===== config.mk =====
export PLATFORM = sky130hd
export DESIGN_NAME = ebs_sequencer
export DESIGN_NICKNAME = d
export VERILOG_FILES = /design/src/ebs_pkg.sv /design/src/ebs_sequencer.sv
export SDC_FILE = /design/constraint.sdc
export NUM_CORES = 1
export LEC_CHECK = 0
export BUFFER_PORTS_ARGS = -buffer_cell sky130_fd_sc_hd__buf_2
export CAP_MARGIN = 20
export CORE_MARGIN = 10
export CORE_UTILIZATION = 45
export DETAILED_ROUTE_END_ITERATION = 12
export PLACE_DENSITY = 0.85
export RECOVER_POWER = 50
export REMOVE_ABC_BUFFERS = 1
export SLEW_MARGIN = 10
export SYNTH_ARGS = -nofsm -noshare
export SYNTH_HDL_FRONTEND = slang
export SYNTH_SLANG_ARGS = --single-unit

===== constraint.sdc =====
create_clock -name clk -period 9.5 [get_ports clk]
set_clock_uncertainty 0.05 [all_clocks]
set_input_delay 1.425 -clock clk [delete_from_list [all_inputs] [get_ports clk]]
set_output_delay 1.425 -clock clk [all_outputs]
set_load 0.01 [all_outputs]

===== src/ebs_pkg.sv =====
// ebs_pkg: constants for the external bus cycle sequencer
// assumes a single 250 MHz system clock
package ebs_pkg;
    localparam int unsigned CLK_PERIOD_PS      = 4000;
    // least distance between bus pin transitions, in ps
    localparam int unsigned MIN_TRANS_PS       = 12500;
    localparam int unsigned MIN_TRANS_CYC      = (MIN_TRANS_PS + CLK_PERIOD_PS - 1) / CLK_PERIOD_PS;
    // phase length limits in phase time units
    localparam logic [2:0] ADDR_LEN_MIN        = 3'h1;
    localparam logic [2:0] ADDR_LEN_MAX        = 3'h2;
    localparam logic [2:0] ADDR_LEN_ALT        = 3'h5;
    localparam logic [1:0] SETUP_LEN_MAX       = 2'h3;
    localparam logic [0:0] DELAY_LEN_MAX       = 1'h1;
    localparam logic [5:0] ACCESS_LEN_MIN      = 6'h01;
    localparam logic [5:0] ACCESS_LEN_MAX      = 6'h20;
    localparam logic [1:0] RECOV_LEN_MAX       = 2'h3;
    // phase timing config field layout, per chip select
    localparam int unsigned CFG_ADDR_LSB       = 0;
    localparam int unsigned CFG_SETUP_LSB      = 3;
    localparam int unsigned CFG_DELAY_LSB      = 5;
    localparam int unsigned CFG_ACCESS_LSB     = 6;
    localparam int unsigned CFG_RECOV_LSB      = 12;
    localparam int unsigned CFG_WIDTH          = 14;
    localparam logic [13:0] CFG_RESET          = 14'h0041;
    typedef enum logic [2:0] {
        EBS_IDLE   = 3'b000,
        EBS_ADDR   = 3'b001,
        EBS_SETUP  = 3'b010,
        EBS_DELAY  = 3'b011,
        EBS_ACCESS = 3'b100,
        EBS_RECOV  = 3'b101
    } ebs_state_t;
endpackage


===== src/ebs_sequencer.sv =====
// ebs_sequencer: external bus cycle sequencer, one cycle at a time
// assumes requester holds request until done pulse; ready pin is asynchronous or synchronous
//
// Function
// - every bus cycle walks address, C, D, E, F phases in that order, skipping any phase of zero length
// - each phase length programmable per chip select within fixed ranges
// - external ready handshake may stretch the access phase
// - waitstates keep bus pin transitions at least 12.5 ns apart
// - bus reference clock has a period of one system clock
// - read data captured on the edge ending the read strobe
// - demux address may change only after read strobe ends, when the next cycle starts
// - mux drives address then data on shared lines; demux uses separate lines
// - drive read strobe, byte write strobes, byte high enable, latch strobe, selects
// - ready input polarity is selectable
// - asynchronous ready gets three extra synchroniser stages, one waitstate at least
// - ready inactive inserts a waitstate, active ends the access phase
`timescale 1ns/100ps
module ebs_sequencer #(
    parameter int unsigned NUM_CS   = 4,
    parameter int unsigned UNIT_CYC = ebs_pkg::MIN_TRANS_CYC
) (
    input  wire logic                      clk,                // system clock
    input  wire logic                      resetn,             // sync reset, active low
    input  wire logic                      req,                // start a bus cycle, level
    input  wire logic                      req_write,          // 1 write, 0 read
    input  wire logic [1:0]                req_byte_en,        // byte enables, bit1 high byte
    input  wire logic [23:0]               req_addr,           // byte address
    input  wire logic [15:0]               req_wdata,          // write data
    input  wire logic [$clog2(NUM_CS)-1:0] req_cs,             // chip select index
    output logic                           done,               // cycle finished pulse
    output logic [15:0]                    rdata,              // captured read data
    input  wire logic [NUM_CS*ebs_pkg::CFG_WIDTH-1:0] phase_cfg, // per select phase timing
    input  wire logic                      multiplexed_mode,   // 1 mux, 0 demux
    input  wire logic                      ready_en,           // access ends by ready
    input  wire logic                      ready_active_high,  // ready polarity
    input  wire logic                      ready_async,        // ready is asynchronous
    output logic                           bus_reference_clock,// system clock copy
    output logic [23:0]                    address_lines,      // demux address
    output logic [15:0]                    shared_addr_data_o, // mux lines out
    output logic                           shared_addr_data_oe,// mux lines enable
    input  wire logic [15:0]               shared_addr_data_i, // mux lines in
    output logic [15:0]                    separate_data_o,    // demux data out
    output logic                           separate_data_oe,   // demux data enable
    input  wire logic [15:0]               separate_data_i,    // demux data in
    output logic                           read_strobe_n,      // read strobe
    output logic                           write_low_n,        // low byte write strobe
    output logic                           write_high_n,       // high byte write strobe
    output logic                           byte_high_enable_n, // high byte enable
    output logic                           addr_latch,         // address latch strobe
    output logic [NUM_CS-1:0]              chip_select_n,      // chip selects
    input  wire logic                      ready_pin           // external ready
);
    // select index needs at least one bit, unit counter holds up to 64
    if (NUM_CS < 2 || UNIT_CYC < 1 || UNIT_CYC > 64) begin : g_bad_params
        $error("ebs_sequencer: bad parameters");
    end

    assign bus_reference_clock = clk;

    logic [2:0] rdy_sync;
    logic       rdy_sync_lvl;
    logic       rdy_raw;
    always_ff @(posedge clk) begin
        if (!resetn) begin
            rdy_sync     <= 3'h0;
            rdy_raw      <= 1'b0;
            rdy_sync_lvl <= 1'b0;
        end else begin
            rdy_sync     <= {rdy_sync[1:0], ready_pin};
            rdy_raw      <= ready_pin;
            rdy_sync_lvl <= (rdy_sync[2] == rdy_sync[1]) ? rdy_sync[2] : rdy_sync_lvl;
        end
    end
    logic rdy_level;
    logic rdy_seen;
    assign rdy_level = ready_async ? rdy_sync_lvl : rdy_raw;
    assign rdy_seen = ready_active_high ? rdy_level : ~rdy_level;

    ebs_pkg::ebs_state_t state, next_state;
    logic [5:0]  phase_cnt, next_phase_cnt;
    logic [6:0]  unit_cnt, next_unit_cnt;
    logic [13:0] cfg, next_cfg;
    logic        wr, next_wr;
    logic [1:0]  be, next_be;
    logic [23:0] addr, next_addr;
    logic [15:0] wdat, next_wdat;
    logic [NUM_CS-1:0] cs_sel, next_cs_sel;
    logic [15:0] next_rdata;
    logic        next_done;

    logic [13:0] sel_cfg;
    assign sel_cfg = phase_cfg[req_cs*ebs_pkg::CFG_WIDTH +: ebs_pkg::CFG_WIDTH];

    function automatic logic [5:0] phase_len(input ebs_pkg::ebs_state_t s, input logic [13:0] c);
        logic [2:0] a;
        logic [5:0] e;
        a = c[ebs_pkg::CFG_ADDR_LSB +: 3];
        e = c[ebs_pkg::CFG_ACCESS_LSB +: 6];
        phase_len = 6'h00;
        case (s)
            ebs_pkg::EBS_ADDR:
                phase_len = (a == ebs_pkg::ADDR_LEN_ALT || a == ebs_pkg::ADDR_LEN_MAX) ?
                            {3'h0, a} : {3'h0, ebs_pkg::ADDR_LEN_MIN};
            ebs_pkg::EBS_SETUP:  phase_len = {4'h0, c[ebs_pkg::CFG_SETUP_LSB +: 2]};
            ebs_pkg::EBS_DELAY:  phase_len = {5'h00, c[ebs_pkg::CFG_DELAY_LSB]};
            ebs_pkg::EBS_ACCESS:
                phase_len = (e < ebs_pkg::ACCESS_LEN_MIN) ? ebs_pkg::ACCESS_LEN_MIN :
                            (e > ebs_pkg::ACCESS_LEN_MAX) ? ebs_pkg::ACCESS_LEN_MAX : e;
            ebs_pkg::EBS_RECOV:  phase_len = {4'h0, c[ebs_pkg::CFG_RECOV_LSB +: 2]};
            default:             phase_len = 6'h00;
        endcase
    endfunction

    // next nonzero phase after s, used to skip zero length phases
    function automatic ebs_pkg::ebs_state_t next_phase(input ebs_pkg::ebs_state_t s,
                                                      input logic [13:0] c);
        next_phase = ebs_pkg::EBS_IDLE;
        case (s)
            ebs_pkg::EBS_ADDR:
                next_phase = (phase_len(ebs_pkg::EBS_SETUP, c) != 6'h00) ? ebs_pkg::EBS_SETUP :
                             (phase_len(ebs_pkg::EBS_DELAY, c) != 6'h00) ? ebs_pkg::EBS_DELAY :
                             ebs_pkg::EBS_ACCESS;
            ebs_pkg::EBS_SETUP:
                next_phase = (phase_len(ebs_pkg::EBS_DELAY, c) != 6'h00) ? ebs_pkg::EBS_DELAY :
                             ebs_pkg::EBS_ACCESS;
            ebs_pkg::EBS_DELAY:  next_phase = ebs_pkg::EBS_ACCESS;
            ebs_pkg::EBS_ACCESS:
                next_phase = (phase_len(ebs_pkg::EBS_RECOV, c) != 6'h00) ? ebs_pkg::EBS_RECOV :
                             ebs_pkg::EBS_IDLE;
            default:             next_phase = ebs_pkg::EBS_IDLE;
        endcase
    endfunction

    logic unit_end;
    logic phase_end;
    logic access_hold;
    assign unit_end = (unit_cnt == 7'(UNIT_CYC - 1));
    assign phase_end = unit_end && (phase_cnt == phase_len(state, cfg) - 6'h01);
    // inactive ready at sampling point adds a waitstate
    assign access_hold = ready_en && !rdy_seen;

    always_comb begin
        next_state     = state;
        next_phase_cnt = phase_cnt;
        next_unit_cnt  = unit_cnt;
        next_cfg       = cfg;
        next_wr        = wr;
        next_be        = be;
        next_addr      = addr;
        next_wdat      = wdat;
        next_cs_sel    = cs_sel;
        next_rdata     = rdata;
        next_done      = 1'b0;
        case (state)
            ebs_pkg::EBS_IDLE: begin
                // idle unit gap
                // selects stay high one full unit between cycles
                if (!unit_end)
                    next_unit_cnt = unit_cnt + 7'h01;
                if (req && !done && unit_end) begin
                    next_state     = ebs_pkg::EBS_ADDR;
                    next_phase_cnt = 6'h00;
                    next_unit_cnt  = 7'h00;
                    next_cfg       = sel_cfg;
                    next_wr        = req_write;
                    next_be        = req_byte_en;
                    next_addr      = req_addr;
                    next_wdat      = req_wdata;
                    next_cs_sel    = NUM_CS'(1) << req_cs;
                end
            end
            ebs_pkg::EBS_ADDR, ebs_pkg::EBS_SETUP, ebs_pkg::EBS_DELAY,
            ebs_pkg::EBS_ACCESS, ebs_pkg::EBS_RECOV: begin
                // phases counted in units of at least 12.5 ns
                next_unit_cnt = unit_end ? 7'h00 : unit_cnt + 7'h01;
                if (unit_end)
                    next_phase_cnt = phase_cnt + 6'h01;
                if (phase_end && state == ebs_pkg::EBS_ACCESS && access_hold) begin
                    // waitstate of one unit then sample again
                    next_phase_cnt = phase_cnt;
                end else if (phase_end) begin
                    next_state     = next_phase(state, cfg);
                    next_phase_cnt = 6'h00;
                    // capture read data at end of access
                    if (state == ebs_pkg::EBS_ACCESS && !wr)
                        next_rdata = multiplexed_mode ? shared_addr_data_i : separate_data_i;
                    if (next_phase(state, cfg) == ebs_pkg::EBS_IDLE)
                        next_done = 1'b1;
                end
            end
            default: next_state = ebs_pkg::EBS_IDLE;
        endcase
    end

    always_ff @(posedge clk) begin
        if (!resetn) begin
            state     <= ebs_pkg::EBS_IDLE;
            phase_cnt <= 6'h00;
            unit_cnt  <= 7'h00;
            cfg       <= ebs_pkg::CFG_RESET;
            wr        <= 1'b0;
            be        <= 2'h0;
            addr      <= 24'h00_0000;
            wdat      <= 16'h0000;
            cs_sel    <= '0;
            rdata     <= 16'h0000;
            done      <= 1'b0;
        end else begin
            state     <= next_state;
            phase_cnt <= next_phase_cnt;
            unit_cnt  <= next_unit_cnt;
            cfg       <= next_cfg;
            wr        <= next_wr;
            be        <= next_be;
            addr      <= next_addr;
            wdat      <= next_wdat;
            cs_sel    <= next_cs_sel;
            rdata     <= next_rdata;
            done      <= next_done;
        end
    end

    // registered pin drivers
    logic in_cycle;
    logic strobe_phase;
    assign in_cycle     = (state != ebs_pkg::EBS_IDLE);
    assign strobe_phase = (state == ebs_pkg::EBS_DELAY) || (state == ebs_pkg::EBS_ACCESS);
    always_ff @(posedge clk) begin
        if (!resetn) begin
            address_lines       <= 24'h00_0000;
            shared_addr_data_o  <= 16'h0000;
            shared_addr_data_oe <= 1'b0;
            separate_data_o     <= 16'h0000;
            separate_data_oe    <= 1'b0;
            read_strobe_n       <= 1'b1;
            write_low_n         <= 1'b1;
            write_high_n        <= 1'b1;
            byte_high_enable_n  <= 1'b1;
            addr_latch          <= 1'b0;
            chip_select_n       <= '1;
        end else begin
            // demux address held until the next cycle starts, read data unaffected
            address_lines       <= next_addr;
            // mux: address in address phase, then write data
            shared_addr_data_o  <= (next_state == ebs_pkg::EBS_ADDR) ? next_addr[15:0] : next_wdat;
            shared_addr_data_oe <= multiplexed_mode && (next_state == ebs_pkg::EBS_ADDR ||
                                   (next_wr && next_state != ebs_pkg::EBS_IDLE));
            separate_data_o     <= next_wdat;
            separate_data_oe    <= !multiplexed_mode && next_wr &&
                                   next_state != ebs_pkg::EBS_IDLE;
            read_strobe_n       <= !(!next_wr && (next_state == ebs_pkg::EBS_DELAY ||
                                   next_state == ebs_pkg::EBS_ACCESS));
            write_low_n         <= !(next_wr && next_be[0] && next_state == ebs_pkg::EBS_ACCESS);
            write_high_n        <= !(next_wr && next_be[1] && next_state == ebs_pkg::EBS_ACCESS);
            byte_high_enable_n  <= !(next_state != ebs_pkg::EBS_IDLE && next_be[1]);
            // latch strobe high during address phase in mux mode
            addr_latch          <= multiplexed_mode && next_state == ebs_pkg::EBS_ADDR;
            chip_select_n       <= (next_state != ebs_pkg::EBS_IDLE) ? ~next_cs_sel : '1;
        end
    end
endmodule


==> reports/results.txt <==
status = complete, but fails checks
violated checks = max-capacitance violations, max-slew violations
hold_buf cts = 0
drt total wl = 16500 um
vias in the first global route = 5414
CTS tree = built
GR Overflow Total = 0
Syn Std Cell Area = 0.00549 mm^2
Worst Hold Path EP = cs_sel[3]$_SDFF_PN0_
Non-Filler Instances = 976
R2R cell count = 11
Multi-input gate area = 0.00280 mm^2
area delta synth->final = 31.6%
Vert. Die Dim = 130 um
yosys warns = 0
via count = 5232
worst hold path startpoint = cs_sel[3]$_SDFF_PN0_
worst slew margin relative to its limit = -106%
DR WL/cell = 16.9 um
layout cells sized above 1 = 25.9%
uppermost routed layer = met4
initial core utilization = 45.9%
Die ar. = 0.0170 mm^2
Detail Route Antenna Nets = 0
max cap viols = 2
M1 WL = 5990 um
asr flop ratio synth = 0%
leading area contributor after synthesis = dfxtp_1
Worst R2R End = shared_addr_data_o[2]$_SDFF_PN0_
final RePlAce weighted congestion = 0.869
most frequent cells in the layout = buf_2, nand2_1, dfxtp_1, clkbuf_1, a21oi_1
WL met3 = 1300 um
Placed Cells incl. Taps = 941
#FFs+latches synth = 125
Req. time, crit path = 8.03 ns
Most used DFF post-synth = dfxtp_1
first-pass GRT wire length = 25800 um
cells after synthesis = 605
DRC violations left = 0
Pins Over Slew Limit = 106
post-route setup TNS = 0 ns
Final Util = 60.3%
Pleak = 0.00279 uW
DR vias/cell = 5.36
largest net degree at the start of global routing = 70
Post-CTS Resized = 0
Core ar. = 0.0120 mm^2
share of the synthesized area in the top cell type = 45.6%
num ports = 226
final hold violation count = 0
routed wl met2 = 8730 um
DP Wirelength = 12200 um
critical path class = clk -> out
Die Wd = 130 um
number of fill cells = 1047
Crit Reg-Reg Startpoint = state[0]$_SDFF_PN0_
DP Worst Slack = 3.16 ns
Sequential Area = 0.00250 mm^2
post-synthesis sequential area ratio = 45.6%
Final WS setup = 2.90 ns
Nets = 960
number of synthesized flops with an enable pin = 0
ranking of synthesized cells by area = dfxtp_1, nand2_1, a21oi_1
Post-CTS Setup Inserts = 0
post-synthesis cell type count = 63
synthesized area per cell = 9.07 um^2
diodes inserted = 0
RSZ-0062 raised after global routing = false
buffers added on ports = 225
hold path depth = 2
clk slew on worst S/H paths = 0.05 ns
1st-pass router iterations = 4
Initial DRC Count = 230
initial antenna violation count = 0
Critical Path Source Type = clock port
CP Capture Type = output port
Worst EP arrival = 5.13 ns
Rows = 40
reg2reg setup slack = 4.83 ns
worst vdd ir = 0.186 mV
PD cells = 187 mW/mm^2
gr usage total = 19.2%
Worst Hold Class = reg -> reg
Final setup viols = 0
commonest non-fill, non-tap cell in the layout = buf_2
Clk Latency, worst-skew pair = 0.52 ns
crit path max fanout = 2
worst slew pin tran = 3.08 ns
==> worst max path at each step <==
| stage | startpoint | to | cells after the start |
|---|---|---|---|
| final | clk | bus_reference_clock | 3 |
| after CTS | clk | bus_reference_clock | 3 |
| after floorplan | clk | bus_reference_clock | 0 |
| after global placement | clk | bus_reference_clock | 1 |
| after global routing | clk | bus_reference_clock | 3 |
| after detailed placement | clk | bus_reference_clock | 1 |
==> metrics by stage <==
| step | instance area, um^2 | total power, uW | hold slack [ns] |
|---|---|---|---|
| after floorplan | 5310 | 604 | 0.379 |
| after global placement | 6660 | 661 | 0.390 |
| after detailed placement | 6660 | 664 | 0.397 |
| after CTS | 7330 | 1360 | 0.407 |
| after global routing | 7220 | 1400 | 0.429 |
| final | 7220 | 1350 | 0.405 |
==> metal layers <==
metal / up-vias / track usage [%]
li1: 2554 / -
met1: 2465 / 19.0
met2: 174 / 34.2
met3: 39 / 8.18
met4: 0 / 8.89
met5: - / 0
==> flip-flops by register name (all words and copies together) (netlist names), 2 cells and up <==
name / cells
state: 3
address_lines: 24
chip_select_n: 4
rdata: 16
shared_addr_data_o: 16
be: 2
separate_data_o: 16
cs_sel: 4
phase_cnt: 6
unit_cnt: 7
rdy_sync: 3
cfg: 14
==> cell type report <==
class | count | share of cell area, %
tap | 147 | 2.55
multi-input combinational | 435 | 38.8
clock inverter | 12 | 1.87
timing repair buffer | 228 | 14.4
clock buffer | 24 | 7.44
inverter | 5 | 0.260
sequential | 125 | 34.7
==> synth_stat cells (3+ instances only) <==
library cell,instances
mux2i_1,22
a211oi_1,16
nor2b_1,5
mux2_4,10
mux4_2,14
inv_1,4
a32oi_1,3
nand2b_1,8
nor2_1,40
nand3_1,11
o22ai_1,5
and2_1,6
or3_1,9
nand3b_1,4
o21ai_0,12
clkbuf_1,31
buf_2,3
mux2_2,7
a21oi_1,69
nand2_1,136
ha_1,3
dfxtp_1,125
buf_1,3
xnor2_1,5
nor3_1,4
xor2_1,3
==> power by group <==
group | internal, uW | leakage, uW | switching, uW
Clock | 458 | 0.000320 | 248
Combinational | 49.6 | 0.00146 | 53.5
Sequential | 535 | 0.00101 | 7.42
==> kinds of logic after synthesis <==
kind of cell             after synthesis  share of synthesized area, %
flip-flops                           125                          45.6
XOR/XNOR                               8                          1.28
multiplexers                          54                          14.1
adder cells (fa/ha/maj)                3                         0.684
buffers and inverters                 45                          3.49
AO/OA/AOI/OAI                        126                          14.1
AND/OR/NAND/NOR                      244                          20.7
==> critical path, stage by stage <==
cell and delay, ns:
clkbuf_16 0.12, clkbuf_16 0.13, buf_2 0.13
No activity file was read; power rests on OpenSTA's default activity.
